**config.mk**
```make
export PLATFORM = sky130hd
export DESIGN_NAME = host_cmd_port
export DESIGN_NICKNAME = d
export VERILOG_FILES = /design/src/logic/buf_ram.v /design/src/logic/host_cmd_port.v /design/src/logic/line_uart.v
export VERILOG_INCLUDE_DIRS = /design/src /design/src/logic
export SDC_FILE = /design/constraint.sdc
export NUM_CORES = 2
export LEC_CHECK = 0
export ABC_AREA = 0
export BUFFER_PORTS_ARGS = -buffer_cell sky130_fd_sc_hd__buf_2
export CAP_MARGIN = 25
export CORE_MARGIN = 3
export CORE_UTILIZATION = 57
export CTS_BUF_LIST = sky130_fd_sc_hd__clkbuf_16
export DETAILED_ROUTE_END_ITERATION = 10
export PLACE_DENSITY = 0.73
export SYNTH_ARGS = -nofsm -noshare
export SYNTH_HDL_FRONTEND = slang
export SYNTH_SLANG_ARGS = --single-unit
export TNS_END_PERCENT = 50
```
**constraint.sdc**
```tcl
create_clock -name ref_clk_in -period 4.2 [get_ports ref_clk_in]
set_clock_uncertainty 0.1 [all_clocks]
set_input_delay 0.42 -clock ref_clk_in [delete_from_list [all_inputs] [get_ports ref_clk_in]]
set_output_delay 0.42 -clock ref_clk_in [all_outputs]
set_load 0.02 [all_outputs]
```
**src/logic/host_port_defs.vh**
```
`ifndef HOST_PORT_DEFS_VH
`define HOST_PORT_DEFS_VH
`define CLK_MHZ            250
`define RESET_HOLD_MS      20
`define RESET_HOLD_CYCLES  (`RESET_HOLD_MS * `CLK_MHZ * 1000)
`define LINE_RATE_BPS      9600
`define LINE_DIV_RESET     (`CLK_MHZ * 1000000 / `LINE_RATE_BPS)
`define FRAME_BITS         11
`define CMD_FLAG_BIT       8
`define TOKEN_IRQ_BIT      7
`define CMD_SET_LINE_SPEED 8'h02
`define CMD_GET_STATUS     8'h22
`define BLOCK_MAX_LEN      7'h40
`define ENDP_NUM_BITS      4
`define BUF_AW             8
`define BUF_DEPTH          160
`define BUF_EP2_UP_BASE    8'h00
`define BUF_EP2_DN_BASE    8'h40
`define BUF_EP0_BASE       8'h80
`define BUF_EP1_BASE       8'h90
`define EP01_BUF_LEN       8
`define EP2_BUF_LEN        64
`define OSC_IN_MHZ         12
`define USB_REF_MHZ        48
`define NCO_STEP           (`USB_REF_MHZ * 65536 / `CLK_MHZ)
`endif

```
**src/logic/buf_ram.v**
```verilog
`timescale 1ns/1ps
`default_nettype none
// Two-port byte store; each port reads through a register.
module buf_ram #(
	parameter DW    = 8,
	parameter AW    = 8,
	parameter DEPTH = 160
) (
	// Clock
	input  wire          clk_in,
	// Port A
	input  wire          a_we_in,
	input  wire [AW-1:0] a_addr_in,
	input  wire [DW-1:0] a_wdata_in,
	output reg  [DW-1:0] a_rdata_out,
	// Port B
	input  wire          b_we_in,
	input  wire [AW-1:0] b_addr_in,
	input  wire [DW-1:0] b_wdata_in,
	output reg  [DW-1:0] b_rdata_out
);
	reg [DW-1:0] mem [0:DEPTH-1];

	// Port B wins when both ports write the same byte.
	always @(posedge clk_in)
	begin
		if (a_we_in)
			mem[a_addr_in] <= a_wdata_in;
		if (b_we_in)
			mem[b_addr_in] <= b_wdata_in;
		a_rdata_out <= mem[a_addr_in];
		b_rdata_out <= mem[b_addr_in];
	end
endmodule
`default_nettype wire

```
**src/logic/host_cmd_port.v**
```verilog
`timescale 1ns/1ps
`default_nettype none
`include "host_port_defs.vh"
module host_cmd_port #(
	parameter RESET_HOLD_CYCLES = `RESET_HOLD_CYCLES
) (
	// Clock and resets
	input  wire        ref_clk_in,
	input  wire        reset_in,
	input  wire        ext_reset_in,
	output reg         reset_state_out_high,
	output reg         reset_state_out_low,
	// Parallel host port
	input  wire        select_n_in,
	input  wire        store_strobe_n_in,
	input  wire        read_strobe_n_in,
	input  wire        port_select_line_in,
	input  wire [7:0]  data_bus_in,
	output reg  [7:0]  data_bus_out,
	output reg         data_bus_oe_out,
	output wire        irq_out_n,
	// Serial host port; the transmit pin also carries the mode strap
	input  wire        serial_rx_in,
	input  wire        serial_pin_in,
	output wire        serial_pin_out,
	output reg         serial_pin_oe_out,
	// Clocking and status led
	input  wire        osc_input_in,
	output reg         osc_output_out,
	output wire        usb_ref_out,
	output reg         link_state_led_out,
	// Command engine side
	input  wire        device_mode_req_in,
	input  wire        attached_in,
	input  wire        configured_in,
	input  wire        usb_change_in,
	input  wire        cmd_done_in,
	output reg         device_mode_out,
	output reg         serial_mode_out,
	output reg         cmd_valid_out,
	output reg  [7:0]  cmd_code_out,
	output reg         data_valid_out,
	output reg  [7:0]  data_byte_out,
	input  wire [7:0]  resp_byte_in,
	input  wire        resp_send_in,
	input  wire        block_start_in,
	input  wire [6:0]  block_len_in,
	input  wire        core_buf_we_in,
	input  wire [7:0]  core_buf_addr_in,
	input  wire [7:0]  core_buf_wdata_in,
	output wire [7:0]  core_buf_rdata_out
);
	localparam integer LINE_DIV_I = `LINE_DIV_RESET;
	localparam integer NCO_STEP_I = `NCO_STEP;
	localparam [15:0]  LINE_DIV0  = LINE_DIV_I[15:0];
	localparam [15:0]  NCO_INC    = NCO_STEP_I[15:0];
	localparam [1:0]  SPD_IDLE  = 2'd0;
	localparam [1:0]  SPD_LOW   = 2'd1;
	localparam [1:0]  SPD_HIGH  = 2'd2;

	reg [31:0] hold_cnt_reg;
	reg        in_reset_reg;
	reg        irq_n_reg;
	reg        wr_cyc_reg;
	reg        wr_a0_reg;
	reg [7:0]  wr_byte_reg;
	reg        rd_cyc_reg;
	reg        rd_a0_reg;
	reg        len_phase_reg;
	reg [6:0]  blk_len_reg;
	reg [6:0]  blk_left_reg;
	reg [5:0]  rptr_reg;
	reg [6:0]  wptr_reg;
	reg        tx_pend_reg;
	reg [1:0]  spd_state_reg;
	reg [7:0]  spd_low_reg;
	reg [15:0] line_div_reg;
	reg [15:0] nco_reg;
	reg [7:0]  next_byte;
	wire       rst;
	wire       wr_cyc;
	wire       rd_cyc;
	wire       par_wr_done;
	wire       rx_valid;
	wire [8:0] rx_data;
	wire       tx_busy;
	wire       tx_start;
	wire       take;
	wire       wr_ev;
	wire       wr_is_cmd;
	wire [7:0] wr_byte;
	wire       buf_we;
	wire [7:0] buf_addr;
	wire [7:0] buf_rdata;
	wire [6:0] len_clamped;

	// ------------------------------------------------------------
	// Reset stretch and mode strap
	// ------------------------------------------------------------
	// Only the hold counter sees the external reset directly; all
	// other logic restarts from the synchronous in_reset_reg.
	always @(posedge ref_clk_in or posedge ext_reset_in)
	begin
		if (ext_reset_in)
		begin
			hold_cnt_reg <= 32'h00000000;
			in_reset_reg <= 1'b1;
		end
		else if (reset_in)
		begin
			hold_cnt_reg <= 32'h00000000;
			in_reset_reg <= 1'b1;
		end
		else if (hold_cnt_reg < RESET_HOLD_CYCLES - 1)
		begin
			hold_cnt_reg <= hold_cnt_reg + 32'h00000001;
			in_reset_reg <= 1'b1;
		end
		else
			in_reset_reg <= 1'b0;
	end

	assign rst = in_reset_reg;

	always @(posedge ref_clk_in)
	begin
		reset_state_out_high <= rst;
		reset_state_out_low  <= ~rst;
		// The strap is followed for the whole reset, so its last level wins.
		if (rst)
			serial_mode_out <= serial_pin_in;
		serial_pin_oe_out <= serial_mode_out & ~rst;
		if (rst)
			device_mode_out <= 1'b0;
		else
			device_mode_out <= device_mode_req_in & ~serial_mode_out;
		if (rst)
			link_state_led_out <= 1'b1;
		else if (device_mode_out)
			link_state_led_out <= ~configured_in;
		else
			link_state_led_out <= ~attached_in;
	end

	// ------------------------------------------------------------
	// Reference clock from the core clock; crystal input inverter
	// ------------------------------------------------------------
	// A digital core cannot hold a true PLL; a phase accumulator
	// gives a 48 MHz reference with one-cycle jitter instead.
	always @(posedge ref_clk_in)
	begin
		osc_output_out <= ~osc_input_in;
		if (rst)
			nco_reg <= 16'h0000;
		else
			nco_reg <= nco_reg + NCO_INC;
	end

	assign usb_ref_out = nco_reg[15];

	// ------------------------------------------------------------
	// Parallel strobe decode
	// ------------------------------------------------------------
	// A write ignores the read strobe, so hosts with one direction
	// line may hold read low.
	assign wr_cyc = ~select_n_in & ~store_strobe_n_in & ~serial_mode_out;
	assign rd_cyc = ~select_n_in & store_strobe_n_in & ~read_strobe_n_in
		& ~serial_mode_out;
	assign par_wr_done = wr_cyc_reg & ~wr_cyc;

	always @(posedge ref_clk_in)
	begin
		if (rst)
		begin
			wr_cyc_reg      <= 1'b0;
			wr_a0_reg       <= 1'b0;
			wr_byte_reg     <= 8'h00;
			rd_cyc_reg      <= 1'b0;
			rd_a0_reg       <= 1'b0;
			data_bus_out    <= 8'h00;
			data_bus_oe_out <= 1'b0;
		end
		else
		begin
			wr_cyc_reg      <= wr_cyc;
			rd_cyc_reg      <= rd_cyc;
			data_bus_oe_out <= rd_cyc;
			// Byte and port are loaded on every cycle of the strobe, so the level just before its trailing edge is kept.
			if (wr_cyc)
			begin
				wr_a0_reg   <= port_select_line_in;
				wr_byte_reg <= data_bus_in;
			end
			if (rd_cyc & ~rd_cyc_reg)
			begin
				rd_a0_reg <= port_select_line_in;
				if (port_select_line_in)
					data_bus_out <= {irq_n_reg, 7'h00};
				else
					data_bus_out <= next_byte;
			end
		end
	end

	// ------------------------------------------------------------
	// Serial link
	// ------------------------------------------------------------
	line_uart u_uart (
		.ref_clk_in   (ref_clk_in),
		.reset_in     (rst),
		.div_in       (line_div_reg),
		.rx_in        (serial_rx_in),
		.rx_valid_out (rx_valid),
		.rx_data_out  (rx_data),
		.tx_start_in  (tx_start),
		.tx_data_in   ({1'b0, next_byte}),
		.tx_busy_out  (tx_busy),
		.tx_out       (serial_pin_out)
	);

	// Output bytes are pushed on the serial link as they become due.
	assign tx_start = serial_mode_out & tx_pend_reg & ~tx_busy;

	// ------------------------------------------------------------
	// Host byte stream
	// ------------------------------------------------------------
	assign wr_ev     = serial_mode_out ? rx_valid : par_wr_done;
	assign wr_is_cmd = serial_mode_out ? rx_data[`CMD_FLAG_BIT] : wr_a0_reg;
	assign wr_byte   = serial_mode_out ? rx_data[7:0] : wr_byte_reg;
	assign take      = serial_mode_out ? tx_start : (rd_cyc_reg & ~rd_cyc & ~rd_a0_reg);

	// Input bytes following a command also land in the host output
	// buffer, so a block write needs no further copy by the engine.
	assign buf_we   = wr_ev & ~wr_is_cmd & ~wptr_reg[6];
	assign buf_addr = buf_we ? (`BUF_EP2_UP_BASE + {1'b0, wptr_reg})
		: (`BUF_EP2_DN_BASE + {2'b00, rptr_reg});
	assign len_clamped = (block_len_in > `BLOCK_MAX_LEN) ? `BLOCK_MAX_LEN
		: block_len_in;

	always @*
	begin
		if (len_phase_reg)
			next_byte = {1'b0, blk_len_reg};
		else if (blk_left_reg != 7'h00)
			next_byte = buf_rdata;
		else
			next_byte = resp_byte_in;
	end

	always @(posedge ref_clk_in)
	begin
		cmd_valid_out  <= 1'b0;
		data_valid_out <= 1'b0;
		if (rst)
		begin
			cmd_code_out  <= 8'h00;
			data_byte_out <= 8'h00;
			wptr_reg      <= 7'h00;
			spd_state_reg <= SPD_IDLE;
			spd_low_reg   <= 8'h00;
			line_div_reg  <= LINE_DIV0;
		end
		else if (wr_ev & wr_is_cmd)
		begin
			cmd_valid_out <= 1'b1;
			cmd_code_out  <= wr_byte;
			wptr_reg      <= 7'h00;
			if (wr_byte == `CMD_SET_LINE_SPEED)
				spd_state_reg <= SPD_LOW;
			else
				spd_state_reg <= SPD_IDLE;
		end
		else if (wr_ev)
		begin
			data_valid_out <= 1'b1;
			data_byte_out  <= wr_byte;
			if (!wptr_reg[6])
				wptr_reg <= wptr_reg + 7'h01;
			case (spd_state_reg)
				SPD_LOW:
				begin
					spd_low_reg   <= wr_byte;
					spd_state_reg <= SPD_HIGH;
				end
				SPD_HIGH:
				begin
					// A zero period would stall the link; keep the old one.
					if ({wr_byte, spd_low_reg} != 16'h0000)
						line_div_reg <= {wr_byte, spd_low_reg};
					spd_state_reg <= SPD_IDLE;
				end
				default:
					spd_state_reg <= SPD_IDLE;
			endcase
		end
	end

	// ------------------------------------------------------------
	// Output block sequencing
	// ------------------------------------------------------------
	always @(posedge ref_clk_in)
	begin
		if (rst)
		begin
			len_phase_reg <= 1'b0;
			blk_len_reg   <= 7'h00;
			blk_left_reg  <= 7'h00;
			rptr_reg      <= 6'h00;
			tx_pend_reg   <= 1'b0;
		end
		else if (block_start_in)
		begin
			len_phase_reg <= 1'b1;
			blk_len_reg   <= len_clamped;
			blk_left_reg  <= len_clamped;
			rptr_reg      <= 6'h00;
			tx_pend_reg   <= 1'b1;
		end
		else
		begin
			if (resp_send_in)
				tx_pend_reg <= 1'b1;
			else if (take & ((len_phase_reg & (blk_left_reg == 7'h00))
				| (~len_phase_reg & (blk_left_reg <= 7'h01))))
				tx_pend_reg <= 1'b0;
			if (take)
			begin
				if (len_phase_reg)
					len_phase_reg <= 1'b0;
				else if (blk_left_reg != 7'h00)
				begin
					blk_left_reg <= blk_left_reg - 7'h01;
					rptr_reg     <= rptr_reg + 6'h01;
				end
			end
		end
	end

	// ------------------------------------------------------------
	// Interrupt request
	// ------------------------------------------------------------
	// A new event in the cycle of a status fetch keeps the line low.
	always @(posedge ref_clk_in)
	begin
		if (rst)
			irq_n_reg <= 1'b1;
		else if (usb_change_in | cmd_done_in)
			irq_n_reg <= 1'b0;
		else if (wr_ev & wr_is_cmd & (wr_byte == `CMD_GET_STATUS))
			irq_n_reg <= 1'b1;
	end

	assign irq_out_n = irq_n_reg;

	// ------------------------------------------------------------
	// Endpoint buffer store
	// ------------------------------------------------------------
	// Map: ep2 up (host out), ep2 down (host in), ep0, ep1.
	buf_ram #(
		.DW    (8),
		.AW    (`BUF_AW),
		.DEPTH (`BUF_DEPTH)
	) u_buf (
		.clk_in      (ref_clk_in),
		.a_we_in     (buf_we),
		.a_addr_in   (buf_addr),
		.a_wdata_in  (wr_byte),
		.a_rdata_out (buf_rdata),
		.b_we_in     (core_buf_we_in),
		.b_addr_in   (core_buf_addr_in),
		.b_wdata_in  (core_buf_wdata_in),
		.b_rdata_out (core_buf_rdata_out)
	);
endmodule
`default_nettype wire

```
**src/logic/line_uart.v**
```verilog
`timescale 1ns/1ps
`default_nettype none
`include "host_port_defs.vh"
module line_uart (
	// Clock and reset
	input  wire        ref_clk_in,
	input  wire        reset_in,
	// Bit period in clock cycles
	input  wire [15:0] div_in,
	// Receive
	input  wire        rx_in,
	output reg         rx_valid_out,
	output reg  [8:0]  rx_data_out,
	// Transmit
	input  wire        tx_start_in,
	input  wire [8:0]  tx_data_in,
	output reg         tx_busy_out,
	output wire        tx_out
);
	reg        rx_s1_reg;
	reg        rx_s2_reg;
	reg        rx_busy_reg;
	reg [15:0] rx_cnt_reg;
	reg [3:0]  rx_bit_reg;
	reg [8:0]  rx_sh_reg;
	reg [15:0] tx_cnt_reg;
	reg [3:0]  tx_bit_reg;
	reg [10:0] tx_sh_reg;
	localparam integer LAST_BIT = `FRAME_BITS - 1;

	// ------------------------------------------------------------
	// Receiver
	// ------------------------------------------------------------
	always @(posedge ref_clk_in)
	begin
		rx_s1_reg    <= rx_in;
		rx_s2_reg    <= rx_s1_reg;
		rx_valid_out <= 1'b0;
		if (reset_in)
		begin
			rx_busy_reg <= 1'b0;
			rx_cnt_reg  <= 16'h0000;
			rx_bit_reg  <= 4'h0;
			rx_sh_reg   <= 9'h000;
			rx_data_out <= 9'h000;
		end
		else if (!rx_busy_reg)
		begin
			if (!rx_s2_reg)
			begin
				rx_busy_reg <= 1'b1;
				rx_cnt_reg  <= {1'b0, div_in[15:1]};
				rx_bit_reg  <= 4'h0;
			end
		end
		else if (rx_cnt_reg != 16'h0000)
			rx_cnt_reg <= rx_cnt_reg - 16'h0001;
		else
		begin
			rx_cnt_reg <= div_in - 16'h0001;
			// A start bit that is high again at mid-bit was a glitch.
			if (rx_bit_reg == 4'h0)
			begin
				if (rx_s2_reg)
					rx_busy_reg <= 1'b0;
				else
					rx_bit_reg <= 4'h1;
			end
			else if (rx_bit_reg <= 4'h9)
			begin
				rx_sh_reg  <= {rx_s2_reg, rx_sh_reg[8:1]};
				rx_bit_reg <= rx_bit_reg + 4'h1;
			end
			else
			begin
				// Frames with a bad stop bit are dropped.
				rx_busy_reg  <= 1'b0;
				rx_valid_out <= rx_s2_reg;
				rx_data_out  <= rx_sh_reg;
			end
		end
	end

	// ------------------------------------------------------------
	// Transmitter
	// ------------------------------------------------------------
	always @(posedge ref_clk_in)
	begin
		if (reset_in)
		begin
			tx_busy_out <= 1'b0;
			tx_cnt_reg  <= 16'h0000;
			tx_bit_reg  <= 4'h0;
			tx_sh_reg   <= 11'h7FF;
		end
		else if (!tx_busy_out)
		begin
			if (tx_start_in)
			begin
				tx_busy_out <= 1'b1;
				tx_sh_reg   <= {1'b1, tx_data_in, 1'b0};
				tx_cnt_reg  <= div_in - 16'h0001;
				tx_bit_reg  <= 4'h0;
			end
		end
		else if (tx_cnt_reg != 16'h0000)
			tx_cnt_reg <= tx_cnt_reg - 16'h0001;
		else
		begin
			tx_cnt_reg <= div_in - 16'h0001;
			tx_sh_reg  <= {1'b1, tx_sh_reg[10:1]};
			tx_bit_reg <= tx_bit_reg + 4'h1;
			if (tx_bit_reg == LAST_BIT[3:0])
				tx_busy_out <= 1'b0;
		end
	end

	assign tx_out = tx_busy_out ? tx_sh_reg[0] : 1'b1;
endmodule
`default_nettype wire

```
==> out/results.md <==
• **run status** finished, violations left
• **violated checks** setup timing
• **Core Region** 0.138 sq mm
• **number of flip-flops and latches in the synthesized netlist** 1518
• **worst-path cell with the longest stage delay** sky130_fd_sc_hd__o21ai_0
• **sum of overflow across all layers after global routing** 0
• **Post-synth top flop** sky130_fd_sc_hd__edfxtp_1
• **sum of buffers and inverters on the critical path** 4
• **asr flop ratio synth** 0.0217
• **clock tree from TritonCTS** done
• **reg-to-reg critical path startpoint** serial_mode_out$_DFFE_PP_
• **Final WS setup** -0.0763 ns
• **standard-cell row count** 136
• **Switching Share** 0.230
• **number of global-route vias before repair** 60900
• **slowest cell delay on critical path** 0.57 ns
• **Post-DP Area** 0.0857 sq mm
• **first-pass iteration count of the detailed router** 10
• **startpoint of the worst hold path** core_buf_wdata_in[1]
• **starting DRC count in detailed routing** 12700
• **Net Count, Synth** 7038
• **minimum period implied by the final worst setup slack** 4.28 ns
• **number of warnings printed during yosys synthesis** 0
• **average cell area after synthesis** 11.4 sq um
• **highest-count cells in the layout ignoring fill and taps** sky130_fd_sc_hd__nor2_1, sky130_fd_sc_hd__edfxtp_1, sky130_fd_sc_hd__a21oi_1
• **remaining antenna violation count** 0
• **TritonCTS buffer count** 160
• **Syn-to-layout area delta** 14.9%
• **Die X** 380 microns
• **leading cell types by total area after synthesis** sky130_fd_sc_hd__edfxtp_1, sky130_fd_sc_hd__mux4_2, sky130_fd_sc_hd__a21oi_1
• **number of ports placed on the die boundary** 102
• **clock root buffer** sky130_fd_sc_hd__clkbuf_16
• **via count** 65700
• **Worst EP required** 4.78 ns
• **critical register-to-register path endpoint** u_buf.a_rdata_out[0]$_DFF_P_
• **final cell utilization of the core** 0.663
• **insertion delay to the later sink of the worst-skew pair** 0.83 ns
• **most common cell after layout, fill and taps aside** sky130_fd_sc_hd__nor2_1
• **CP Capture Type** flip-flop
• **combinational family with the most area after synthesis** multiplexers
• **logic gate share of total power** 0.046
• **power density relative to cell area** 349 mW/mm^2
• **detailed placer's ending HPWL** 214000 microns
• **wire length per cell** 33.9 microns
• **vias per cell** 7.11
• **Reg power frac** 0.507
• **setup repair after global routing missed its margin** yes
• **Crit Path Category** flip-flop to flip-flop
• **count of different cell masters after synthesis** 97
• **area enclosed by the die boundary** 0.144 sq mm
• **Clock H-tree levels** 4
• **count of input and output buffers** 101
• **VDD IR-drop max** 0.368 mV
• **fraction of final layout cells sized beyond drive strength 1** 0.215
• **Design Area, Final** 0.0916 sq mm
• **hold slack final** 0.0340 ns
• **pin count of the biggest net entering global routing** 133
• **initial antenna violation count** 36
• **cell type with the highest occurrence count on the critical path** sky130_fd_sc_hd__buf_4
• **Routed WL** 313000 microns
• **worst hold path type** input port to flip-flop
• **final-report setup violation count** 3
• **complex-gate fraction of the synthesized area** 0.134
• **number of max-capacitance violations reported** 0
• **number of enable flip-flop cells after synthesis** 1281
• **Seq/Total Area, Yosys** 0.544
• **largest delay contributor family on the critical path** compound AO/OA/AOI/OAI gates
• **worst reg-to-reg setup slack** -0.08 ns
• **top achievable clock speed** 234 MHz
• **Placed Cells** 8877
• **count of cells along the worst hold path** 1
• **effective utilization at floorplan** 0.577
• **maximum fanout count along the critical path** 19
• **internal portion of total power** 24.6 mW
• **Switching Power** 7.33 mW
• **Worst Tran Pin Value** 1.24 ns
• **Post-layout nets** 7302
• **post-synthesis instance total** 6965
• **portion of total power attributed to the clock network** 0.448
• **Yosys top cell area share** 0.482
• **static leakage** 34.9 nW
• **number of sinks driven by the clock tree** 1518
• **post-detailed-route DRC marker count** 0
• **global-route wire length before repair** 445000 microns
• **Hold Crit Endpoint** u_buf.mem[129][1]$_DFFE_PP_
• **post-synthesis cell area** 0.0797 sq mm
• **area leader, netlist** sky130_fd_sc_hd__edfxtp_1
• **clock buffer depth** 3
• **count of pins over their slew limit** 0
• **share of the clock period used by the worst path after layout** 1.02
• **clock input transition at the sequential cells of the worst setup and hold paths** 0.06 ns
• **CP startpoint kind** flip-flop
• **number of hold violations in the final report** 0
• **area share of and/or/nand/nor cells after synthesis** 0.104
• **Slew HR** 0.174
• **portion of netlist area occupied by mux cells** 0.168
• **final weighted congestion of routability-driven global placement** 1.05
• **Adder-Cell Fraction of Synth Area** 0.00251
• **arrival time worst endpoint** 4.86 ns
• **fraction of synthesized cell area in xor and xnor cells** 0.00725
• **flip-flop count of the largest register, all copies and words added** 1280
• **Worst R2R Path Depth** 13
• **Chip Height** 380 microns
• **Post-Layout Cell Count** 9249
• **list of cells traversed by the critical path** buf_4 -> mux2i_4 -> nand2b_1 -> buf_4 -> o21ai_4 -> nand2_8 -> buf_12 -> buf_4 -> mux2i_1 -> o22ai_1 -> o21ai_0 -> and4b_1 -> a22oi_1
• **GRT Util Overall** 0.425
==> cells by family after synthesis <==
family,count (synthesis)
DFF,1518
xor gates and xnor gates,66
AOI/OAI and AO/OA,1843
muxes,752
buffers and inverters,780
adders and majority gates,16
and+or+nand+nor,1990
==> worst reg2reg max path: cells and delay by family (launching register included) <==
kind                   cells  cell delay, ns
buffers and inverters      4            0.96
AOI/OAI and AO/OA          4            1.06
muxes                      2            0.59
and+or+nand+nor            3            0.95
DFF                        1            0.46
==> worst max path at each step <==
stage / depth (start not counted) / startpoint / endpoint
after floorplan: 11 / serial_mode_out$_DFFE_PP_ / u_buf.mem[42][0]$_DFFE_PP_
after global placement: 11 / serial_mode_out$_DFFE_PP_ / u_buf.a_rdata_out[3]$_DFF_P_
after detailed placement: 15 / select_n_in / u_buf.a_rdata_out[0]$_DFF_P_
after CTS: 12 / serial_mode_out$_DFFE_PP_ / u_buf.a_rdata_out[4]$_DFF_P_
after global routing: 14 / serial_mode_out$_DFFE_PP_ / u_buf.a_rdata_out[3]$_DFF_P_
final: 13 / serial_mode_out$_DFFE_PP_ / u_buf.a_rdata_out[0]$_DFF_P_
==> cell usage after synthesis, drive strengths merged (12+ instances only) <==
cell type,count
or2,12
nor2,1288
o31ai,14
o22a,12
dfxtp,204
a22oi,59
and2,13
nor2b,35
a222oi,73
a211oi,82
mux2,82
a21oi,1159
mux4,460
nand2b,24
a22o,21
ha,16
and3,13
nor4,32
inv,93
o22ai,91
edfxtp,1281
o21ai,216
nor3,64
nand3,88
xor2,41
clkbuf,507
buf,179
dfrtp,32
mux2i,210
a31oi,12
nand4,12
xnor2,25
nand2,363
==> power groups by stage <==
stage | Clock (mW) | Sequential (mW) | Combinational, mW
6_report | 14.3 | 16.2 | 1.46
5_1_grt | 14.9 | 16.2 | 1.48
4_1_cts | 14.3 | 16.2 | 1.41
3_5_place_dp | 0 | 16.5 | 1.37
3_3_place_gp | 0 | 16.5 | 1.36
2_1_floorplan | 0 | 16.5 | 0.772
==> per-stage QoR <==
stage	total power, mW	setup slack [ns]	TNS [ns]
after floorplan	17.3	0.707	0
after global placement	17.9	-0.772	-2.10
after detailed placement	17.9	-0.548	-1.47
after CTS	31.9	-0.0328	-0.0446
after global routing	32.5	-0.0471	-0.0724
final	31.9	-0.0763	-0.130
==> per-layer routing <==
layer,vias up,global-route usage,share of wire
met3,1110,0.150,0.16
met1,31900,0.562,0.35
li1,26800,-,-
met5,-,0.00397,0.00099
met2,5865,0.624,0.43
met4,40,0.218,0.064
==> repair_timing <==
item                                    in CTS  in global routing
pin swaps                                    2                  5
hold buffers                                48                  0
resized for setup                           15                 10
setup buffers                                0                  4
endpoints found under the hold margin      170                  0
endpoints found under the setup margin       8                 12
==> layout make-up <==
| type | instances | area [sq um] |
|---|---|---|
| Clock inverter | 132 | 1160 |
| Clock buffer | 163 | 4080 |
| Timing Repair Buffer | 788 | 6790 |
| Inverter | 94 | 353 |
| Antenna cell | 24 | 60.1 |
| Fill cell | 10300 | 46500 |
| Tap cell | 1863 | 2330 |
| Multi-Input combinational cell | 4667 | 33500 |
| Sequential cell | 1518 | 43400 |
(Power assumes the default switching activity.)
